### src/edo_ctrl_pkg.sv
package edo_ctrl_pkg;

  localparam int CLK_PERIOD_NS = 50;

  // Timing figures in ns (refresh window in ms), slower grade
  localparam int T_RAS_ACCESS_NS  = 60;
  localparam int T_PAGE_CYCLE_NS  = 40;
  localparam int T_RANDOM_CYC_NS  = 110;
  localparam int T_PRECHARGE_NS   = 50;
  localparam int T_REFRESH_WIN_MS = 16;
  localparam int REFRESH_ROWS     = 1024;

  function automatic int ceil_cycles(input int ns);
    ceil_cycles = (ns + CLK_PERIOD_NS - 1) / CLK_PERIOD_NS;
    if (ceil_cycles < 1) begin
      ceil_cycles = 1;
    end
  endfunction

  localparam int RAS_ACCESS_CYC = ceil_cycles(T_RAS_ACCESS_NS);
  localparam int PAGE_CYC       = ceil_cycles(T_PAGE_CYCLE_NS);
  localparam int RANDOM_CYC     = ceil_cycles(T_RANDOM_CYC_NS);
  localparam int PRECHARGE_CYC  = ceil_cycles(T_PRECHARGE_NS);
  // Longest interval rounds down
  localparam int REFRESH_INT_CYC =
    (T_REFRESH_WIN_MS * 1000000 / REFRESH_ROWS) / CLK_PERIOD_NS;

  localparam int ADDR_W = 10;
  localparam int DATA_W = 16;

  typedef struct packed {
    logic        write;
    logic [1:0]  laneSel;
    logic [19:0] addr;
    logic [15:0] wdata;
  } req_s;

  typedef struct packed {
    logic        rasN;
    logic        casLoN;
    logic        casHiN;
    logic        weN;
    logic        oeN;
    logic [9:0]  addr;
  } pins_s;

endpackage

### src/edo_dram_byte_lane_access.sv
// Summary of operation
// - Row then column on shared address pins
// - Byte write asserts only that strobe
// - Byte read asserts only that strobe
// - Early word write, write-select low first
// - Upper byte write uses high strobe
// - Refresh: column strobe low before row
// - 1024 refreshes every 16 ms
// - Page cycle spacing at least 40 ns
// - Random cycle spacing at least 110 ns
// - Wait 60 ns after row strobe
// - Read starts at later strobe fall
`timescale 1ns/1ns
`default_nettype none
module edo_dram_byte_lane_access (
  input  wire logic                clk,
  input  wire logic                nrst,
  input  wire logic                reqValid,
  output logic                     reqReady,
  input  wire edo_ctrl_pkg::req_s  req,
  output logic                     rspValid,
  input  wire logic                rspReady,
  output logic [15:0]              rspData,
  output edo_ctrl_pkg::pins_s      pins,
  input  wire logic [15:0]         dataIn,
  output logic [15:0]              dataOut,
  output logic [15:0]              dataOeN
);
  import edo_ctrl_pkg::*;

  typedef enum logic [2:0] {
    IDLE = 3'b000, ROW = 3'b001, COL = 3'b011, WAITD = 3'b010,
    PRE = 3'b110, RFCAS = 3'b111, RFRAS = 3'b101
  } state_e;

  localparam int CNT_W = 14;

  state_e       state_ff;
  logic [CNT_W-1:0] cnt_ff;
  logic [CNT_W-1:0] rfCnt_ff;
  logic         rfPend_ff;
  req_s         cur_ff;
  logic [15:0]  syn1_ff;
  logic [15:0]  syn2_ff;
  logic [15:0]  bufData_ff [2];
  logic [1:0]   bufCnt_ff;
  logic         bufWr_ff;
  logic         bufRd_ff;
  logic         capture;
  logic         bufFull;

  function automatic logic [CNT_W-1:0] cyc(input int n);
    cyc = CNT_W'(n);
  endfunction

  // Pin inputs pass two flops first
  always_ff @(posedge clk) begin
    syn1_ff <= dataIn;
    syn2_ff <= syn1_ff;
  end

  always_ff @(posedge clk) begin
    if (!nrst) begin
      rfCnt_ff  <= '0;
      rfPend_ff <= 1'b0;
    end else if (rfCnt_ff == cyc(REFRESH_INT_CYC - 1)) begin
      rfCnt_ff  <= '0;
      rfPend_ff <= 1'b1;
    end else begin
      rfCnt_ff <= rfCnt_ff + 1'b1;
      if (state_ff == RFRAS) begin
        rfPend_ff <= 1'b0;
      end
    end
  end

  // Refresh outranks new requests; full buffer stalls all requests, writes included
  assign bufFull  = (bufCnt_ff == 2'd2);
  assign reqReady = (state_ff == IDLE) && !rfPend_ff && !bufFull;

  always_ff @(posedge clk) begin
    if (!nrst) begin
      state_ff <= IDLE;
      cnt_ff   <= '0;
      cur_ff   <= '0;
    end else begin
      unique case (state_ff)
        IDLE: begin
          cnt_ff <= '0;
          if (rfPend_ff) begin
            state_ff <= RFCAS;
          end else if (reqValid && reqReady) begin
            cur_ff   <= req;
            state_ff <= ROW;
          end
        end
        // one column per row, page spacing moot
        ROW: begin
          state_ff <= COL;
          cnt_ff   <= cnt_ff + 1'b1;
        end
        COL: begin
          cnt_ff <= cnt_ff + 1'b1;
          // read data after row access time, plus sync
          if (cnt_ff >= cyc(RAS_ACCESS_CYC + 2)) begin
            state_ff <= WAITD;
          end
        end
        WAITD: begin
          cnt_ff <= cnt_ff + 1'b1;
          if (cnt_ff >= cyc(RANDOM_CYC)) begin
            state_ff <= PRE;
            cnt_ff   <= '0;
          end
        end
        PRE: begin
          cnt_ff <= cnt_ff + 1'b1;
          if (cnt_ff >= cyc(PRECHARGE_CYC - 1)) begin
            state_ff <= IDLE;
          end
        end
        // column strobes fall before row strobe
        RFCAS: begin
          state_ff <= RFRAS;
          cnt_ff   <= '0;
        end
        RFRAS: begin
          cnt_ff <= cnt_ff + 1'b1;
          if (cnt_ff >= cyc(RAS_ACCESS_CYC)) begin
            state_ff <= PRE;
            cnt_ff   <= '0;
          end
        end
        default: state_ff <= IDLE;
      endcase
    end
  end

  assign capture = (state_ff == COL) && !cur_ff.write &&
                   (cnt_ff >= cyc(RAS_ACCESS_CYC + 2));

  // Pin drive, registered
  always_ff @(posedge clk) begin
    if (!nrst) begin
      pins    <= '{rasN: 1'b1, casLoN: 1'b1, casHiN: 1'b1, weN: 1'b1, oeN: 1'b1,
                   addr: '0};
      dataOut <= '0;
      dataOeN <= '1;
    end else begin
      pins    <= '{rasN: 1'b1, casLoN: 1'b1, casHiN: 1'b1, weN: 1'b1, oeN: 1'b1,
                   addr: pins.addr};
      dataOeN <= '1;
      unique case (state_ff)
        IDLE, PRE: ;
        ROW: begin
          pins.rasN <= 1'b0;
          pins.addr <= cur_ff.addr[19:10];
          pins.weN  <= !cur_ff.write;
        end
        COL, WAITD: begin
          pins.rasN <= 1'b0;
          // column half while row strobe low
          pins.addr <= cur_ff.addr[9:0];
          pins.weN  <= !cur_ff.write;
          pins.casLoN <= !cur_ff.laneSel[0];
          // upper byte alone on high strobe
          pins.casHiN <= !cur_ff.laneSel[1];
          pins.oeN <= cur_ff.write;
          // early write drives data with strobes
          if (cur_ff.write) begin
            dataOut <= cur_ff.wdata;
            dataOeN <= {{8{!cur_ff.laneSel[1]}}, {8{!cur_ff.laneSel[0]}}};
          end
        end
        RFCAS: begin
          pins.casLoN <= 1'b0;
          pins.casHiN <= 1'b0;
        end
        // column strobes stay low over refresh
        RFRAS: begin
          pins.rasN   <= 1'b0;
          pins.casLoN <= 1'b0;
          pins.casHiN <= 1'b0;
        end
        default: ;
      endcase
    end
  end

  // Two-entry read buffer; host stall loses no word
  always_ff @(posedge clk) begin
    if (!nrst) begin
      bufCnt_ff <= '0;
      bufWr_ff  <= 1'b0;
      bufRd_ff  <= 1'b0;
    end else begin
      bufCnt_ff <= bufCnt_ff + 2'(capture && !bufFull) - 2'(rspValid && rspReady);
      if (capture && !bufFull) begin
        bufWr_ff <= !bufWr_ff;
      end
      if (rspValid && rspReady) begin
        bufRd_ff <= !bufRd_ff;
      end
    end
  end

  // unselected read lane returned as zero
  always_ff @(posedge clk) begin
    if (capture && !bufFull) begin
      bufData_ff[bufWr_ff] <= syn2_ff &
        {{8{cur_ff.laneSel[1]}}, {8{cur_ff.laneSel[0]}}};
    end
  end

  assign rspValid = (bufCnt_ff != 2'd0);
  assign rspData  = bufData_ff[bufRd_ff];

endmodule
`default_nettype wire

### config.mk
export PLATFORM = sky130hd
export DESIGN_NAME = edo_dram_byte_lane_access
export DESIGN_NICKNAME = d
export VERILOG_FILES = /design/src/edo_ctrl_pkg.sv /design/src/edo_dram_byte_lane_access.sv
export SDC_FILE = /design/constraint.sdc
export NUM_CORES = 1
export LEC_CHECK = 0
export BUFFER_PORTS_ARGS = -buffer_cell sky130_fd_sc_hd__buf_2
export CAP_MARGIN = 25
export CORE_ASPECT_RATIO = 0.8
export CORE_UTILIZATION = 45
export CTS_CLUSTER_DIAMETER = 60
export DETAILED_ROUTE_END_ITERATION = 8
export PLACE_DENSITY = 0.68
export SETUP_SLACK_MARGIN = 0.1
export SYNTH_ARGS = -nofsm -noshare
export SYNTH_HDL_FRONTEND = slang
export SYNTH_SLANG_ARGS = --single-unit
### constraint.sdc
create_clock -name clk -period 2.7 [get_ports clk]
set_input_delay 0.54 -clock clk [delete_from_list [all_inputs] [get_ports clk]]
set_output_delay 0.54 -clock clk [all_outputs]
set_load 0.02 [all_outputs]
======== Word level (Yosys, flattened, before mapping) ========
Memories as Yosys holds them, arrays and structs flattened. A register that Yosys moved wholly into a read port is not among the register bits.
Cells that the tools add are included.
operators by class
  bitwise operators ....................... 3
  add/sub/neg operators ................... 4
  magnitude comparators ................... 4
  equality and inequality tests ........... 13
  reduce and logical (&&, ||, !) cells .... 32
  muxes and demuxes ....................... 19
operators by type and width
  operator               count
  $pmux 14 s4            1
  $add 14x1->14 const B  2
  $ge 14x2->1 const B    2
  $mux 14                2
  $pmux 3 s7             1
  $pmux 10 s2            1
  $mux 3                 6
  $and 16x16->16         1
  $eq 14x9->1 const B    1
  $ge 14x1->1 const B    1
  $ge 14x3->1 const B    1
  $eq 3x3->1 const B     3
  $reduce_or 2->1        4
  $logic_and 1x1->1      7
  $logic_not 1->1        7
  $mux 1                 7
  $eq 3x2->1 const B     2
  $ne 2x2->1 const B     3
  $reduce_and 2->1       3
  $reduce_and 3->1       2
  $reduce_bool 2->1      3
  $reduce_or 3->1        2
  $reduce_and 5->1       1
  $pmux 2 s2             1
  10 further kinds       11
storage, ports and cells
  flip-flop bits (word level) ............. 147
  output and inout port bits .............. 65
  memories kept ........................... 1
  bits in writable memories ............... 32
  word-level logic and storage cells ...... 97
memories
  memory      words  bits a word  rd ports  clocked after memory_dff  wr ports  RTL line                         text
  bufData_ff  2      16           1         1                         1         edo_dram_byte_lane_access.sv:45  logic [15:0] bufData_ff [2];

======== Depth between registers and ports, before layout ========
  word-level depth ........................ 7
  depth in mapped cells ................... 10
  gate-level depth less buffers ........... 8

======== Worst setup path after synthesis ========
OpenSTA, ideal clock, no wires.
  path type ............................... register to register
  start point ............................. reg state_ff[2]
  end point ............................... mem bufData_ff[0][0] (enable)
  path slack .............................. 0.490 ns
  cell stages (with the launch flop) ...... 7
  data required time ...................... 2.310 ns
  arrival time ............................ 1.820 ns
  clock period less this slack ............ 2.210 ns
  cell sequence ........................... dfxtp_1 -> nand2b_1 -> buf_2 -> nor2_1 -> and4_1 -> buf_6 -> nor2b_1
between the ends
  word-level cells in the longest chain between the ends .. 6
RTL lines
  what                            RTL line                          text
  start: declaration              edo_dram_byte_lane_access.sv:38   state_e state_ff;
  start signal: assignment        edo_dram_byte_lane_access.sv:83   state_ff <= IDLE;
  start signal: assignment        edo_dram_byte_lane_access.sv:91   state_ff <= RFCAS;
  start signal: assignment        edo_dram_byte_lane_access.sv:94   state_ff <= ROW;
  $eq 3x2->1                      edo_dram_byte_lane_access.sv:139  assign capture = (state_ff == COL) && !cur_ff.write &&
  $logic_and 1x1->1 (2 in a row)  edo_dram_byte_lane_access.sv:139
  $logic_and 1x1->1               edo_dram_byte_lane_access.sv:209  if (capture && !bufFull) begin
  $mux 1                          edo_dram_byte_lane_access.sv:209
  $mux 1 (implied by the code)    edo_dram_byte_lane_access.sv:210  bufData_ff[bufWr_ff] <= syn2_ff &
  end: declaration                edo_dram_byte_lane_access.sv:45
Every way passes these cells.

======== Final worst setup path ========
  start point ............................. reg cnt_ff[8]
  end point ............................... reg bufCnt_ff[1]
between the ends
  word-level cells in the longest chain between the ends .. 5
RTL lines
  what                      RTL line                          text
  start: declaration        edo_dram_byte_lane_access.sv:39   logic [CNT_W-1:0] cnt_ff;
  start signal: assignment  edo_dram_byte_lane_access.sv:100  cnt_ff <= cnt_ff + 1'b1;
  start signal: assignment  edo_dram_byte_lane_access.sv:103  cnt_ff <= cnt_ff + 1'b1;
  start signal: assignment  edo_dram_byte_lane_access.sv:110  cnt_ff <= cnt_ff + 1'b1;
  $ge 14x3->1               edo_dram_byte_lane_access.sv:140  (cnt_ff >= cyc(RAS_ACCESS_CYC + 2));
  $logic_and 1x1->1         edo_dram_byte_lane_access.sv:139
  $logic_and 1x1->1         edo_dram_byte_lane_access.sv:197  bufCnt_ff <= bufCnt_ff + 2'(capture && !bufFull) - 2'(rspValid && rspReady);
  $add 2x1->2               edo_dram_byte_lane_access.sv:197
  $sub 2x1->2               edo_dram_byte_lane_access.sv:197
  end signal: assignment    edo_dram_byte_lane_access.sv:197
  end: declaration          edo_dram_byte_lane_access.sv:46   logic [1:0] bufCnt_ff;
Every way passes these cells.
A chain may end at the register's enable or synchronous reset.

==> summary.txt <==
critical path fanouts, max: 7
Seq pwr share: 48.4%
EDFF count, synth: 32
Worst-Margin Slew: 0.743 ns
Fin. Hold Viols: 0
drt pass-1 iters: 6
min cycle time layout: 2.23 ns
Clock Skews: 0.00638 ns
XOR/XNOR Fraction of Synth Area: 2.33%
die area: 14,700 µm²
library cells used by synthesis: 50
crit end category: flop
remaining global-route overflow: 0
hold_buf cts: 0
post-DP HPWL: 9060 µm
most frequent cells in the layout: nand2_1, dfxtp_1, buf_2
first-pass GRT wire length: 22,000 µm
Finished Cell Area: 7630 µm²
top_reg_cell synth: dfxtp_1
CTS H-tree depth: 4
VDD IR max: 0.000479 V
# rows: 38
Worst EP required: 3.06 ns
WL per Instance: 14.0 µm
height of the die: 109 µm
drt first-iter violations: 328
RSZ-0062 raised after global routing: false
final setup fails: 0
IO buf count: 123
syn nets: 719
FF+latch count, synth: 173
IO Pins: 124
Synth Area in Compound Gates: 10.0%
post-synthesis simple-gate area fraction: 19.7%
Final Cycle Share: 82.6%
ant diodes: 0
cell area after technology mapping: 6400 µm²
final WL: 13,300 µm
Worst-Skew Late Latency: 0.43 ns
vias in the first global route: 4,585
Max-Cap Viols: 0
Initial Util: 46.6%
ys async rst share: 0%
clock tree buffer depth: 2
Tot GR Track Use: 19.4%
power share of the combinational group: 13.8%
kind of critical path: flop to flop
commonest non-fill, non-tap cell in the layout: nand2_1
critical path startpoint category: flop
cell internal pwr: 0.00439 W
mux share of post-synthesis cell area: 3.28%
Core Region: 13,700 µm²
DR vias: 4,940
Clk pin slew, worst setup/hold paths: 0.06 ns
setup tns final: 0 ns
share of cells above drive strength 1: 24.6%
Max Fclk: 449 MHz
cells after synthesis: 656
status: finished clean
largest family of logic cells by synthesized area: simple AND/OR/NAND/NOR gates
ANT nets after route: 0
register area share after synthesis: 59.1%
Switching Power: 0.00165 W
Layout area overhead: 19.2%
Hold WC Path Type: input port to flop
DRC viols: 0
Area after DPL: 7070 µm²
Setup Buffers After CTS: 0
Final Max Slew Viols: 0
Clk pwr share: 37.8%
Arr. time, crit path: 2.59 ns
fin nets: 821
initial antenna violation count: 0
Avg Cell Area, Syn: 9.76 µm²
RePlAce Congestion: 0.812
Max transition margin: 50.3%
PwrDens: 792 nW/µm²
Synth warnings: 0
Root Driver: clkbuf_16
CTS tree: built
Sw Share: 27.4%
Leakage: 3.05 nW
DIE WIDTH: 135 µm
area share of fa/ha/maj cells after synthesis: 0.782%
total CTS buffers: 17
pin count of the biggest net entering global routing: 60
clock sink count: 173
vias per inst: 5.19
post-CTS sizing: 0
## logic make-up after synthesis
family | after synthesis
muxes | 19
and+or+nand+nor | 268
buffers and inverters | 62
DFF | 173
adders and majority gates | 4
xor gates and xnor gates | 17
AOI/OAI and AO/OA | 113
## sequential cells by signal, indices dropped and copies added, names as in the netlist, named ones only
register and cells:
syn1_ff 16, pins 15, rfCnt_ff 14, bufWr_ff 1, dataOeN 2, state_ff 3, rfPend_ff 1, syn2_ff 16
bufData_ff 32, cur_ff 39, bufCnt_ff 2, cnt_ff 14, bufRd_ff 1, dataOut 16
## worst max-delay path, cell delays in order (launching register included)
cell and delay [ns]:
dfxtp_1 0.38, nor4_4 0.33, nand3_2 0.18, and4_1 0.29, xnor2_1 0.16, ha_1 0.20, xor2_1 0.15, or3_1 0.32
a21oi_1 0.14
## worst paths after layout
kind | from | endpoint | slack [ns] | depth (start not counted)
max | cnt_ff[8] | bufCnt_ff[1] | 0.47 | 8
min | dataIn[8] | syn1_ff[8] | 0.21 | 1
max reg2reg | cnt_ff[8] | bufCnt_ff[1] | 0.47 | 8
min reg2reg | syn1_ff[2] | syn2_ff[2] | 0.33 | 0
## through the flow
| step | power [W] | worst slack, ns | util (%) | std cells | hold slack [ns] |
|---|---|---|---|---|---|
| finish | 0.00605 | 0.471 | 55.5 | 951 | 0.210 |
| global route | 0.00633 | 0.343 | 55.5 | 951 | 0.193 |
| CTS | 0.00609 | 0.471 | 55.5 | 951 | 0.196 |
| detailed placement | 0.00381 | 0.497 | 51.5 | 919 | 0.312 |
| global placement | 0.00379 | 0.587 | 51.5 | 919 | 0.311 |
| floorplan | 0.00353 | 0.490 | - | 656 | 0.310 |
## layer usage
metal / wire (µm) / GRT usage [%] / vias to the layer above
li1: - / - / 2430
met1: 6180 / 25.9 / 2350
met2: 6200 / 30.0 / 142
met3: 728 / 4.60 / 18
met4: 201 / 9.15 / 0
met5: 0 / 0 / -
## area by class of cell
class / instances / area [µm²]
sequential: 173 / 3780
tap: 180 / 225
clock inverter: 14 / 120
inverter: 11 / 41.3
multi-input combinational: 421 / 2310
clock buffer: 18 / 439
timing repair buffer: 134 / 711
fill: 1183 / 6110
## cells in the mapped netlist (2+ instances only)
master / instances / area share, %
nor4_1: 4 / 0.39
or3_1: 2 / 0.20
a211oi_1: 2 / 0.23
and3_1: 8 / 0.78
inv_1: 10 / 0.59
mux2_2: 16 / 2.8
nand2b_1: 3 / 0.29
clkbuf_1: 25 / 1.5
a31oi_1: 6 / 0.59
nand2_1: 148 / 8.7
ha_1: 4 / 0.78
a21o_1: 2 / 0.23
edfxtp_1: 32 / 15
buf_2: 10 / 0.78
nor2b_1: 2 / 0.20
o21ai_0: 6 / 0.47
nor3_1: 3 / 0.23
nor2_1: 36 / 2.1
buf_4: 14 / 1.6
o22ai_1: 7 / 0.68
mux2i_1: 3 / 0.47
nand3_1: 15 / 1.2
a311oi_1: 5 / 0.68
o21ai_1: 7 / 0.55
nor4_4: 2 / 0.66
dfxtp_1: 141 / 44
and2_1: 22 / 2.2
nand4_1: 12 / 1.2
xor2_1: 11 / 1.5
and4_1: 4 / 0.55
a21oi_1: 70 / 5.5
xnor2_1: 6 / 0.82
## power by group through the flow
stage / Clock [W] / Sequential [W] / Combinational, W
final: 0.00229 / 0.00292 / 0.000835
after global routing: 0.00245 / 0.00295 / 0.000935
after CTS: 0.00233 / 0.00292 / 0.000838
after detailed placement: 0 / 0.00298 / 0.000833
after global placement: 0 / 0.00297 / 0.000813
after floorplan: 0 / 0.00298 / 0.000543
(Power assumes the default switching activity.)
